<file path="config.mk">
export PLATFORM = sky130hd
export DESIGN_NAME = reset_cause_flags
export DESIGN_NICKNAME = d
export VERILOG_FILES = /design/src/reset_cause_pkg.sv /design/src/reset_cause_avs.sv /design/src/reset_cause_decode.sv /design/src/reset_cause_flags.sv
export SDC_FILE = /design/constraint.sdc
export NUM_CORES = 1
export LEC_CHECK = 0
export ABC_AREA = 1
export BUFFER_PORTS_ARGS = -buffer_cell sky130_fd_sc_hd__buf_2
export CORE_UTILIZATION = 48
export CTS_CLUSTER_DIAMETER = 30
export DETAILED_ROUTE_END_ITERATION = 12
export HOLD_SLACK_MARGIN = 0.08
export PLACE_DENSITY = 0.81
export SYNTH_ARGS = -nofsm -noshare
export SYNTH_HDL_FRONTEND = slang
export SYNTH_HIERARCHICAL = 1
export SYNTH_SLANG_ARGS = --single-unit
</file>
<file path="constraint.sdc">
create_clock -name SYS_CLK_IN -period 1.88 [get_ports SYS_CLK_IN]
set_clock_uncertainty 0.1 [all_clocks]
set_input_delay 0.282 -clock SYS_CLK_IN [delete_from_list [all_inputs] [get_ports SYS_CLK_IN]]
set_output_delay 0.282 -clock SYS_CLK_IN [all_outputs]
set_load 0.05 [all_outputs]
</file>
<file path="src/reset_cause_pkg.sv">
package reset_cause_pkg;

	// ****************************************************************
	// register map, byte addresses on the bus
	// ****************************************************************
	localparam logic [3:0] POWER_CONTROL_OFS = 4'h0;
	localparam logic [3:0] CORE_STATUS_OFS = 4'h4;
	localparam logic [3:0] CONFIG_OFS = 4'h8;

	// ****************************************************************
	// power control field positions
	// ****************************************************************
	localparam int STACK_OVERFLOW_BIT = 7;
	localparam int STACK_UNDERFLOW_BIT = 6;
	localparam int UNUSED_BIT = 5;
	localparam int WATCHDOG_RESET_BIT = 4;
	localparam int EXT_RESET_PIN_BIT = 3;
	localparam int RESET_INSTR_BIT = 2;
	localparam int POWER_ON_BIT = 1;
	localparam int BROWNOUT_BIT = 0;

	// ****************************************************************
	// core status field positions
	// ****************************************************************
	localparam int WATCHDOG_EXPIRED_BIT = 4;
	localparam int SLEEP_ENTERED_BIT = 3;
	// index into the two-bit hardware masks
	localparam int ST_EXPIRED = 1;
	localparam int ST_SLEEP = 0;

	// ****************************************************************
	// config field positions
	// ****************************************************************
	localparam int STACK_RESET_ENABLE_BIT = 0;
	localparam int GLOBAL_INT_ENABLE_BIT = 1;

	// ****************************************************************
	// values after power-on reset, and the power control bit mask
	// ****************************************************************
	localparam logic [7:0] POWER_CONTROL_RST = 8'h1C;
	localparam logic [7:0] POWER_CONTROL_MASK = 8'hDF;
	localparam logic [1:0] STATUS_FLAGS_RST = 2'h3;
	localparam logic [1:0] CONFIG_RST = 2'h0;

	// ****************************************************************
	// program counter
	// ****************************************************************
	localparam int PC_W = 15;
	localparam logic [PC_W-1:0] RESTART_ADDR = 15'h0000;
	localparam logic [PC_W-1:0] INT_VECTOR_ADDR = 15'h0004;

endpackage

</file>
<file path="src/reset_cause_avs.sv">
`timescale 1ns/1ps
`default_nettype none

module reset_cause_avs
(
	// clock and reset
	input wire logic clk_in,
	input wire logic rst_n_in,
	// bus side
	input wire logic [3:0] address_in,
	input wire logic read_in,
	input wire logic write_in,
	input wire logic [31:0] writedata_in,
	input wire logic [3:0] byteenable_in,
	output logic [31:0] readdata_out,
	output logic waitrequest_out,
	// register side
	input wire logic [7:0] rdata_in,
	output logic wr_en_out,
	output logic [3:0] wr_addr_out,
	output logic [7:0] wr_data_out
);

	typedef struct packed {
		logic wait_flag;
		logic [7:0] rdata;
	} avs_state_t;

	avs_state_t s_reg;
	avs_state_t s_next;

	// ****************************************************************
	// one wait state, then the request is taken
	// ****************************************************************
	always_comb begin
		s_next = s_reg;
		s_next.wait_flag = ~((read_in | write_in) & s_reg.wait_flag);
		if (read_in && s_reg.wait_flag) begin
			s_next.rdata = rdata_in;
		end
	end

	always_ff @(posedge clk_in or negedge rst_n_in) begin
		if (!rst_n_in) begin
			s_reg <= '{wait_flag: 1'b1, rdata: 8'h00};
		end else begin
			s_reg <= s_next;
		end
	end

	assign waitrequest_out = s_reg.wait_flag;
	assign readdata_out = {24'h00_0000, s_reg.rdata};
	assign wr_en_out = write_in & ~s_reg.wait_flag & byteenable_in[0];
	assign wr_addr_out = address_in;
	assign wr_data_out = writedata_in[7:0];

endmodule

`default_nettype wire

</file>
<file path="src/reset_cause_decode.sv">
`timescale 1ns/1ps
`default_nettype none

module reset_cause_decode
	import reset_cause_pkg::*;
(
	// reset and wake causes
	input wire logic brownout_in,
	input wire logic wdt_expire_in,
	input wire logic int_wake_in,
	input wire logic ext_pin_in,
	input wire logic reset_instr_in,
	input wire logic stack_ovf_in,
	input wire logic stack_unf_in,
	input wire logic sleep_enter_in,
	// context
	input wire logic sleeping_in,
	input wire logic stack_reset_enable_in,
	// flag updates
	output logic [7:0] power_control_clr_out,
	output logic [7:0] power_control_set_out,
	output logic [1:0] st_clr_out,
	output logic [1:0] st_set_out,
	output logic do_reset_out,
	output logic do_wake_out,
	output logic int_wake_out,
	output logic go_sleep_out
);

	// ****************************************************************
	// every asserted cause adds its own updates
	// ****************************************************************
	always_comb begin
		power_control_clr_out = '0;
		power_control_set_out = '0;
		st_clr_out = '0;
		st_set_out = '0;
		do_reset_out = 1'b0;
		do_wake_out = 1'b0;
		int_wake_out = 1'b0;
		go_sleep_out = 1'b0;
		if (brownout_in) begin
			power_control_clr_out[BROWNOUT_BIT] = 1'b1;
			power_control_clr_out[STACK_OVERFLOW_BIT] = 1'b1;
			power_control_clr_out[STACK_UNDERFLOW_BIT] = 1'b1;
			power_control_set_out[EXT_RESET_PIN_BIT] = 1'b1;
			power_control_set_out[RESET_INSTR_BIT] = 1'b1;
			st_set_out = 2'h3;
			do_reset_out = 1'b1;
		end
		if (wdt_expire_in) begin
			st_clr_out[ST_EXPIRED] = 1'b1;
			if (sleeping_in) begin
				st_clr_out[ST_SLEEP] = 1'b1;
				do_wake_out = 1'b1;
			end else begin
				power_control_clr_out[WATCHDOG_RESET_BIT] = 1'b1;
				do_reset_out = 1'b1;
			end
		end
		if (int_wake_in && sleeping_in) begin
			st_set_out[ST_EXPIRED] = 1'b1;
			st_clr_out[ST_SLEEP] = 1'b1;
			do_wake_out = 1'b1;
			int_wake_out = 1'b1;
		end
		if (ext_pin_in) begin
			power_control_clr_out[EXT_RESET_PIN_BIT] = 1'b1;
			do_reset_out = 1'b1;
			if (sleeping_in) begin
				st_set_out[ST_EXPIRED] = 1'b1;
				st_clr_out[ST_SLEEP] = 1'b1;
			end
		end
		if (reset_instr_in) begin
			power_control_clr_out[RESET_INSTR_BIT] = 1'b1;
			do_reset_out = 1'b1;
		end
		if (stack_reset_enable_in && stack_ovf_in) begin
			power_control_set_out[STACK_OVERFLOW_BIT] = 1'b1;
			do_reset_out = 1'b1;
		end
		if (stack_reset_enable_in && stack_unf_in) begin
			power_control_set_out[STACK_UNDERFLOW_BIT] = 1'b1;
			do_reset_out = 1'b1;
		end
		if (sleep_enter_in && !sleeping_in) begin
			st_set_out[ST_EXPIRED] = 1'b1;
			st_clr_out[ST_SLEEP] = 1'b1;
			go_sleep_out = 1'b1;
		end
	end

endmodule

`default_nettype wire

</file>
<file path="src/reset_cause_flags.sv">
`timescale 1ns/1ps
`default_nettype none

module reset_cause_flags
	import reset_cause_pkg::*;
#(
	parameter int PC_WIDTH = PC_W
)
(
	// clock and reset
	input wire logic SYS_CLK_IN,
	input wire logic RST_N_IN,
	// register bus
	input wire logic [3:0] AVS_ADDRESS_IN,
	input wire logic AVS_READ_IN,
	input wire logic AVS_WRITE_IN,
	input wire logic [31:0] AVS_WRITEDATA_IN,
	input wire logic [3:0] AVS_BYTEENABLE_IN,
	output logic [31:0] AVS_READDATA_OUT,
	output logic AVS_WAITREQUEST_OUT,
	// reset and wake causes, one-cycle pulses
	input wire logic BROWNOUT_IN,
	input wire logic WDT_EXPIRE_IN,
	input wire logic INT_WAKE_IN,
	input wire logic EXTERNAL_RESET_PIN_IN,
	input wire logic RESET_INSTR_IN,
	input wire logic STACK_OVF_IN,
	input wire logic STACK_UNF_IN,
	input wire logic SLEEP_ENTER_IN,
	// processor core
	input wire logic [PC_WIDTH-1:0] CORE_PC_IN,
	input wire logic CORE_INSTR_DONE_IN,
	output logic CORE_RESET_OUT,
	output logic RESTART_VALID_OUT,
	output logic [PC_WIDTH-1:0] RESTART_PC_OUT,
	output logic VECTOR_VALID_OUT,
	output logic [PC_WIDTH-1:0] VECTOR_PC_OUT,
	output logic [PC_WIDTH-1:0] RETURN_PC_OUT,
	output logic SLEEPING_OUT
);

	// ****************************************************************
	// state
	// ****************************************************************
	typedef struct packed {
		logic [7:0] power_control;
		logic [1:0] status_flags;
		logic [1:0] config_bits;
		logic sleeping;
		logic core_reset;
		logic restart_valid;
		logic [PC_WIDTH-1:0] restart_pc;
		logic vector_pending;
		logic vector_valid;
		logic [PC_WIDTH-1:0] return_pc;
		logic [PC_WIDTH-1:0] vector_pc;
	} flags_state_t;

	flags_state_t s_reg;
	flags_state_t s_next;

	logic [7:0] power_control_clr;
	logic [7:0] power_control_set;
	logic [1:0] st_clr;
	logic [1:0] st_set;
	logic do_reset;
	logic do_wake;
	logic int_wake;
	logic go_sleep;
	logic wr_en;
	logic [3:0] wr_addr;
	logic [7:0] wr_data;
	logic [7:0] rdata;
	logic [7:0] fw_clr;
	logic [7:0] fw_set;
	logic [7:0] power_control_fw;
	logic [1:0] st_hw;
	logic [PC_WIDTH-1:0] pc_next_instr;
	logic [7:0] power_control_next;
	logic [7:0] status_view;
	logic wr_power_control;
	logic wr_config;

	// ****************************************************************
	// cause decoding
	// ****************************************************************
	reset_cause_decode u_decode (
		.brownout_in(BROWNOUT_IN),
		.wdt_expire_in(WDT_EXPIRE_IN),
		.int_wake_in(INT_WAKE_IN),
		.ext_pin_in(EXTERNAL_RESET_PIN_IN),
		.reset_instr_in(RESET_INSTR_IN),
		.stack_ovf_in(STACK_OVF_IN),
		.stack_unf_in(STACK_UNF_IN),
		.sleep_enter_in(SLEEP_ENTER_IN),
		.sleeping_in(s_reg.sleeping),
		.stack_reset_enable_in(s_reg.config_bits[STACK_RESET_ENABLE_BIT]),
		.power_control_clr_out(power_control_clr),
		.power_control_set_out(power_control_set),
		.st_clr_out(st_clr),
		.st_set_out(st_set),
		.do_reset_out(do_reset),
		.do_wake_out(do_wake),
		.int_wake_out(int_wake),
		.go_sleep_out(go_sleep)
	);

	// ****************************************************************
	// bus slave
	// ****************************************************************
	reset_cause_avs u_avs (
		.clk_in(SYS_CLK_IN),
		.rst_n_in(RST_N_IN),
		.address_in(AVS_ADDRESS_IN),
		.read_in(AVS_READ_IN),
		.write_in(AVS_WRITE_IN),
		.writedata_in(AVS_WRITEDATA_IN),
		.byteenable_in(AVS_BYTEENABLE_IN),
		.readdata_out(AVS_READDATA_OUT),
		.waitrequest_out(AVS_WAITREQUEST_OUT),
		.rdata_in(rdata),
		.wr_en_out(wr_en),
		.wr_addr_out(wr_addr),
		.wr_data_out(wr_data)
	);

	// ****************************************************************
	// core status as firmware sees it
	// ****************************************************************
	always_comb begin
		// only the two power flags live here; the rest reads zero
		status_view = 8'h00;
		status_view[WATCHDOG_EXPIRED_BIT] = s_reg.status_flags[ST_EXPIRED];
		status_view[SLEEP_ENTERED_BIT] = s_reg.status_flags[ST_SLEEP];
	end

	// ****************************************************************
	// read mux; unmapped addresses read zero
	// ****************************************************************
	always_comb begin
		rdata = 8'h00;
		case (AVS_ADDRESS_IN)
			POWER_CONTROL_OFS: begin
				rdata = s_reg.power_control & POWER_CONTROL_MASK;
			end
			CORE_STATUS_OFS: begin
				rdata = status_view;
			end
			CONFIG_OFS: begin
				rdata = {6'h00, s_reg.config_bits};
			end
			default: begin
				rdata = 8'h00;
			end
		endcase
	end

	// ****************************************************************
	// write decode; the bus slave already gates byte lane 0
	// ****************************************************************
	assign wr_power_control = wr_en && (wr_addr == POWER_CONTROL_OFS);
	assign wr_config = wr_en && (wr_addr == CONFIG_OFS);

	// ****************************************************************
	// firmware clears of the stack flags; writing one leaves them
	// ****************************************************************
	always_comb begin
		fw_clr = 8'h00;
		if (wr_power_control) begin
			fw_clr[STACK_OVERFLOW_BIT] = ~wr_data[STACK_OVERFLOW_BIT];
			fw_clr[STACK_UNDERFLOW_BIT] = ~wr_data[STACK_UNDERFLOW_BIT];
		end
	end

	// ****************************************************************
	// firmware sets of the cause flags; writing zero leaves them
	// ****************************************************************
	always_comb begin
		fw_set = 8'h00;
		if (wr_power_control) begin
			fw_set[WATCHDOG_RESET_BIT] = wr_data[WATCHDOG_RESET_BIT];
			fw_set[EXT_RESET_PIN_BIT] = wr_data[EXT_RESET_PIN_BIT];
			fw_set[RESET_INSTR_BIT] = wr_data[RESET_INSTR_BIT];
			// firmware marks a power-on or brown-out as seen
			fw_set[POWER_ON_BIT] = wr_data[POWER_ON_BIT];
			fw_set[BROWNOUT_BIT] = wr_data[BROWNOUT_BIT];
		end
	end

	// ****************************************************************
	// firmware edits applied to the stored power control value
	// ****************************************************************
	assign power_control_fw = (s_reg.power_control & ~fw_clr) | fw_set;

	// ****************************************************************
	// per bit: a hardware event in the same cycle beats firmware, a
	// clear beats a set, and the unused bit stays zero
	// ****************************************************************
	for (genvar i = 0; i < 8; i++) begin : g_power_control_bit
		assign power_control_next[i] = POWER_CONTROL_MASK[i] & ~power_control_clr[i]
			& (power_control_set[i] | power_control_fw[i]);
	end

	// ****************************************************************
	// status flags: only hardware writes them
	// ****************************************************************
	for (genvar i = 0; i < 2; i++) begin : g_status_bit
		assign st_hw[i] = ~st_clr[i]
			& (st_set[i] | s_reg.status_flags[i]);
	end

	// ****************************************************************
	// address of the instruction after the current one
	// ****************************************************************
	assign pc_next_instr = CORE_PC_IN + {{(PC_WIDTH-1){1'b0}}, 1'b1};

	// ****************************************************************
	// next state
	// ****************************************************************
	always_comb begin
		s_next = s_reg;
		s_next.power_control = power_control_next;
		s_next.status_flags = st_hw;
		// config belongs to firmware alone; no event touches it
		if (wr_config) begin
			s_next.config_bits = wr_data[1:0];
		end
		// pulses stand for one cycle; the core latches what it needs
		s_next.core_reset = do_reset;
		s_next.restart_valid = do_reset | do_wake;
		s_next.vector_valid = 1'b0;
		if (go_sleep) begin
			s_next.sleeping = 1'b1;
		end
		if (do_reset) begin
			// any reset outranks a wake in the same cycle
			s_next.sleeping = 1'b0;
			s_next.restart_pc = RESTART_ADDR;
			s_next.vector_pending = 1'b0;
		end else if (do_wake) begin
			s_next.sleeping = 1'b0;
			s_next.restart_pc = pc_next_instr;
			s_next.vector_pending = int_wake &
				s_reg.config_bits[GLOBAL_INT_ENABLE_BIT];
		end else if (s_reg.vector_pending && CORE_INSTR_DONE_IN) begin
			// after the wake instruction, push return and vector
			s_next.vector_pending = 1'b0;
			s_next.vector_valid = 1'b1;
			s_next.return_pc = pc_next_instr;
		end
	end

	// ****************************************************************
	// registers; power-on reset loads the power-on values
	// ****************************************************************
	always_ff @(posedge SYS_CLK_IN or negedge RST_N_IN) begin
		if (!RST_N_IN) begin
			s_reg.power_control <= POWER_CONTROL_RST;
			s_reg.status_flags <= STATUS_FLAGS_RST;
			s_reg.config_bits <= CONFIG_RST;
			s_reg.sleeping <= 1'b0;
			s_reg.core_reset <= 1'b0;
			s_reg.restart_valid <= 1'b0;
			s_reg.restart_pc <= RESTART_ADDR;
			s_reg.vector_pending <= 1'b0;
			s_reg.vector_valid <= 1'b0;
			s_reg.return_pc <= RESTART_ADDR;
			s_reg.vector_pc <= INT_VECTOR_ADDR;
		end else begin
			s_reg <= s_next;
		end
	end

	// ****************************************************************
	// outputs
	// ****************************************************************
	assign CORE_RESET_OUT = s_reg.core_reset;
	assign RESTART_VALID_OUT = s_reg.restart_valid;
	assign RESTART_PC_OUT = s_reg.restart_pc;
	assign VECTOR_VALID_OUT = s_reg.vector_valid;
	assign VECTOR_PC_OUT = s_reg.vector_pc;
	assign RETURN_PC_OUT = s_reg.return_pc;
	assign SLEEPING_OUT = s_reg.sleeping;

endmodule

`default_nettype wire

</file>
==> metrics.cfg <==
[pwr]
p_leak_nw = 2.01
clkPwrFrac = 0.266
net-switching-power_mw = 0.751
power_density_mw_per_mm2 = 662
switching_share = 0.321
vdd_drop_max_mv = 0.275
p_comb_frac = 0.201
intPower_mw = 1.59
pwr-share-seq = 0.534
power_mw = 2.34

[timing]
worst_pin_slew_ns = 0.519
drv_slew = 0
setup_viol = 0
fmax_mhz = 562
rsz0062_at_grt = false
max_slew_margin = 0.654
setup_tns_ns = 0
finalHoldViolations = 0
fin_crit_ns = 1.78
timing.final.crit_share = 0.947
fin_ws_ns = 0.100

[critical_path]
worst-path-max-fanout = 7
ff2ff_path_depth = 8
path_delay_family = buffers and inverters
worstSetupStartpointType = primary input
rrSetupSlack_ns = 0.27
slowest_delay_ns = 0.55
cp-end-kind = register
cp_cell_sequence = dlygate4sd3_1 -> buf_2 -> nor2_1 -> nand3_2 -> nor2_4 -> nand3_4 -> buf_4 -> nand2_1 -> nand2_1
crit_arrival_ns = 1.88
cp.depth = 9
crit_slowest_cell = dlygate4sd3_1
critPathBufInv = 3
cpMostUsedCell = nand2_1
crit_type = primary input to register
required_ns = 1.98

[floorplan]
num_io_pins = 150
start_util = 0.495
dieArea_mm2 = 0.00734
core_area_mm2 = 0.00679
die_y_um = 85.7
die-width_um = 85.7
rows = 30

[global_route]
met1_usage = 0.226
track_usage = 0.179
grt_max_degree = 34
use_met2 = 0.302
antenna_found_initial = 0
overflow = 0
grt_busiest_layer = met2
grt_util_met3 = 0.0337
grt_pass1_vias = 2366
grt_pass1_wl_um = 10400

[min_path]
min_path_cells = 2
hold_path.class = primary input to register

[finish]
diodes = 0
mostFrequentLayoutCell = nand2_1
final_nets = 530
drive_above_1_share = 0.273
most-common-layout-cells = 98 x nand2_1, 82 x buf_2, 49 x dfrtp_1
syn_to_final_growth_pct = 5.17

[clock_network]
clock-sinks = 55
root_buffer = clkbuf_8
clk_pin_slew_ns = 0.09
cts_tree = done
cts_buffer_depth = 2
cts_setup_buffers = 0
htree_levels = 2
cts_made_buffers = 5
worstSkewPairLatency_ns = 0.30

[run_status]
status = finished clean

[drt]
ant_nets = 0
vias = 2482
remaining_drc_errors = 0
wl_per_cell_um = 11.2
routed_wl_um = 6220
first_iter_violations = 84
via_per_inst = 4.45
drtPass1Iterations = 4

[yosys]
syn_area_mm2 = 0.00336
syn_area_per_cell_um2 = 8.02
synthCells = 419
yosysWarnings = 6

[place]
dp_slack_ns = 0.156
io_buffers = 82
globalplace.congestion = 0.835
dp_hpwl_um = 4810

[job]
max_cap_violations = 0

[metrics by stage]
| step | util | area [µm²] | std cells | hold slack [ns] |
|---|---|---|---|---|
| 2_1_floorplan | - | 3510 | 459 | -0.114 |
| 3_3_place_gp | 0.497 | 3380 | 544 | 0.182 |
| 3_5_place_dp | 0.497 | 3380 | 544 | 0.185 |
| 4_1_cts | 0.518 | 3520 | 558 | 0.0991 |
| 5_1_grt | 0.520 | 3530 | 558 | 0.111 |
| 6_report | 0.520 | 3530 | 558 | 0.109 |
[worst register-to-register path, cell delays in order, from the launching register on]
cell     delay [ns]
dfrtp_1        0.47
inv_1          0.08
nand2_1        0.10
nand3_2        0.14
nor2_4         0.17
nand3_4        0.14
buf_4          0.20
nand2_1        0.06
nand2_1        0.06
[final timing paths]
kind                                    endpoint                   from
min reg2reg                u_avs/readdata_out[2]  u_avs/readdata_out[2]
max reg2reg                    RETURN_PC_OUT[12]           SLEEPING_OUT
min in group asynchronous      RESTART_PC_OUT[6]               RST_N_IN
max                            RETURN_PC_OUT[12]         RESET_INSTR_IN
max in group asynchronous              s_reg[53]               RST_N_IN
min                             RETURN_PC_OUT[0]          CORE_PC_IN[0]
[timing repair]
action                                  CTS  global route
endpoints found under the setup margin    0            18
resized for setup                         0             5
endpoints found under the hold margin    26             0
hold buffers                              6             0
[routing by layer]
layer	vias up	part of all wire	wire, µm
li1	1254	-	-
met1	1132	0.45	2780
met2	88	0.49	3070
met3	8	0.047	295
met4	0	0.012	74
met5	-	0	0
[cell type report]
| class | instances | area (µm²) |
|---|---|---|
| inverters | 42 | 160 |
| repair buffers | 94 | 541 |
| fillers | 650 | 3260 |
| flip-flops and latches | 55 | 1380 |
| well taps | 96 | 120 |
| clock buffers | 8 | 80.1 |
| multi-input cells | 263 | 1250 |
[power groups by stage]
stage	Combinational, mW	Sequential (mW)	Clock (mW)
3_5_place_dp	0.457	1.27	0
6_report	0.469	1.25	0.621
5_1_grt	0.510	1.26	0.692
4_1_cts	0.468	1.25	0.647
2_1_floorplan	0.389	1.31	0
3_3_place_gp	0.449	1.27	0
Note: power is estimated with default switching activity, not from simulation.
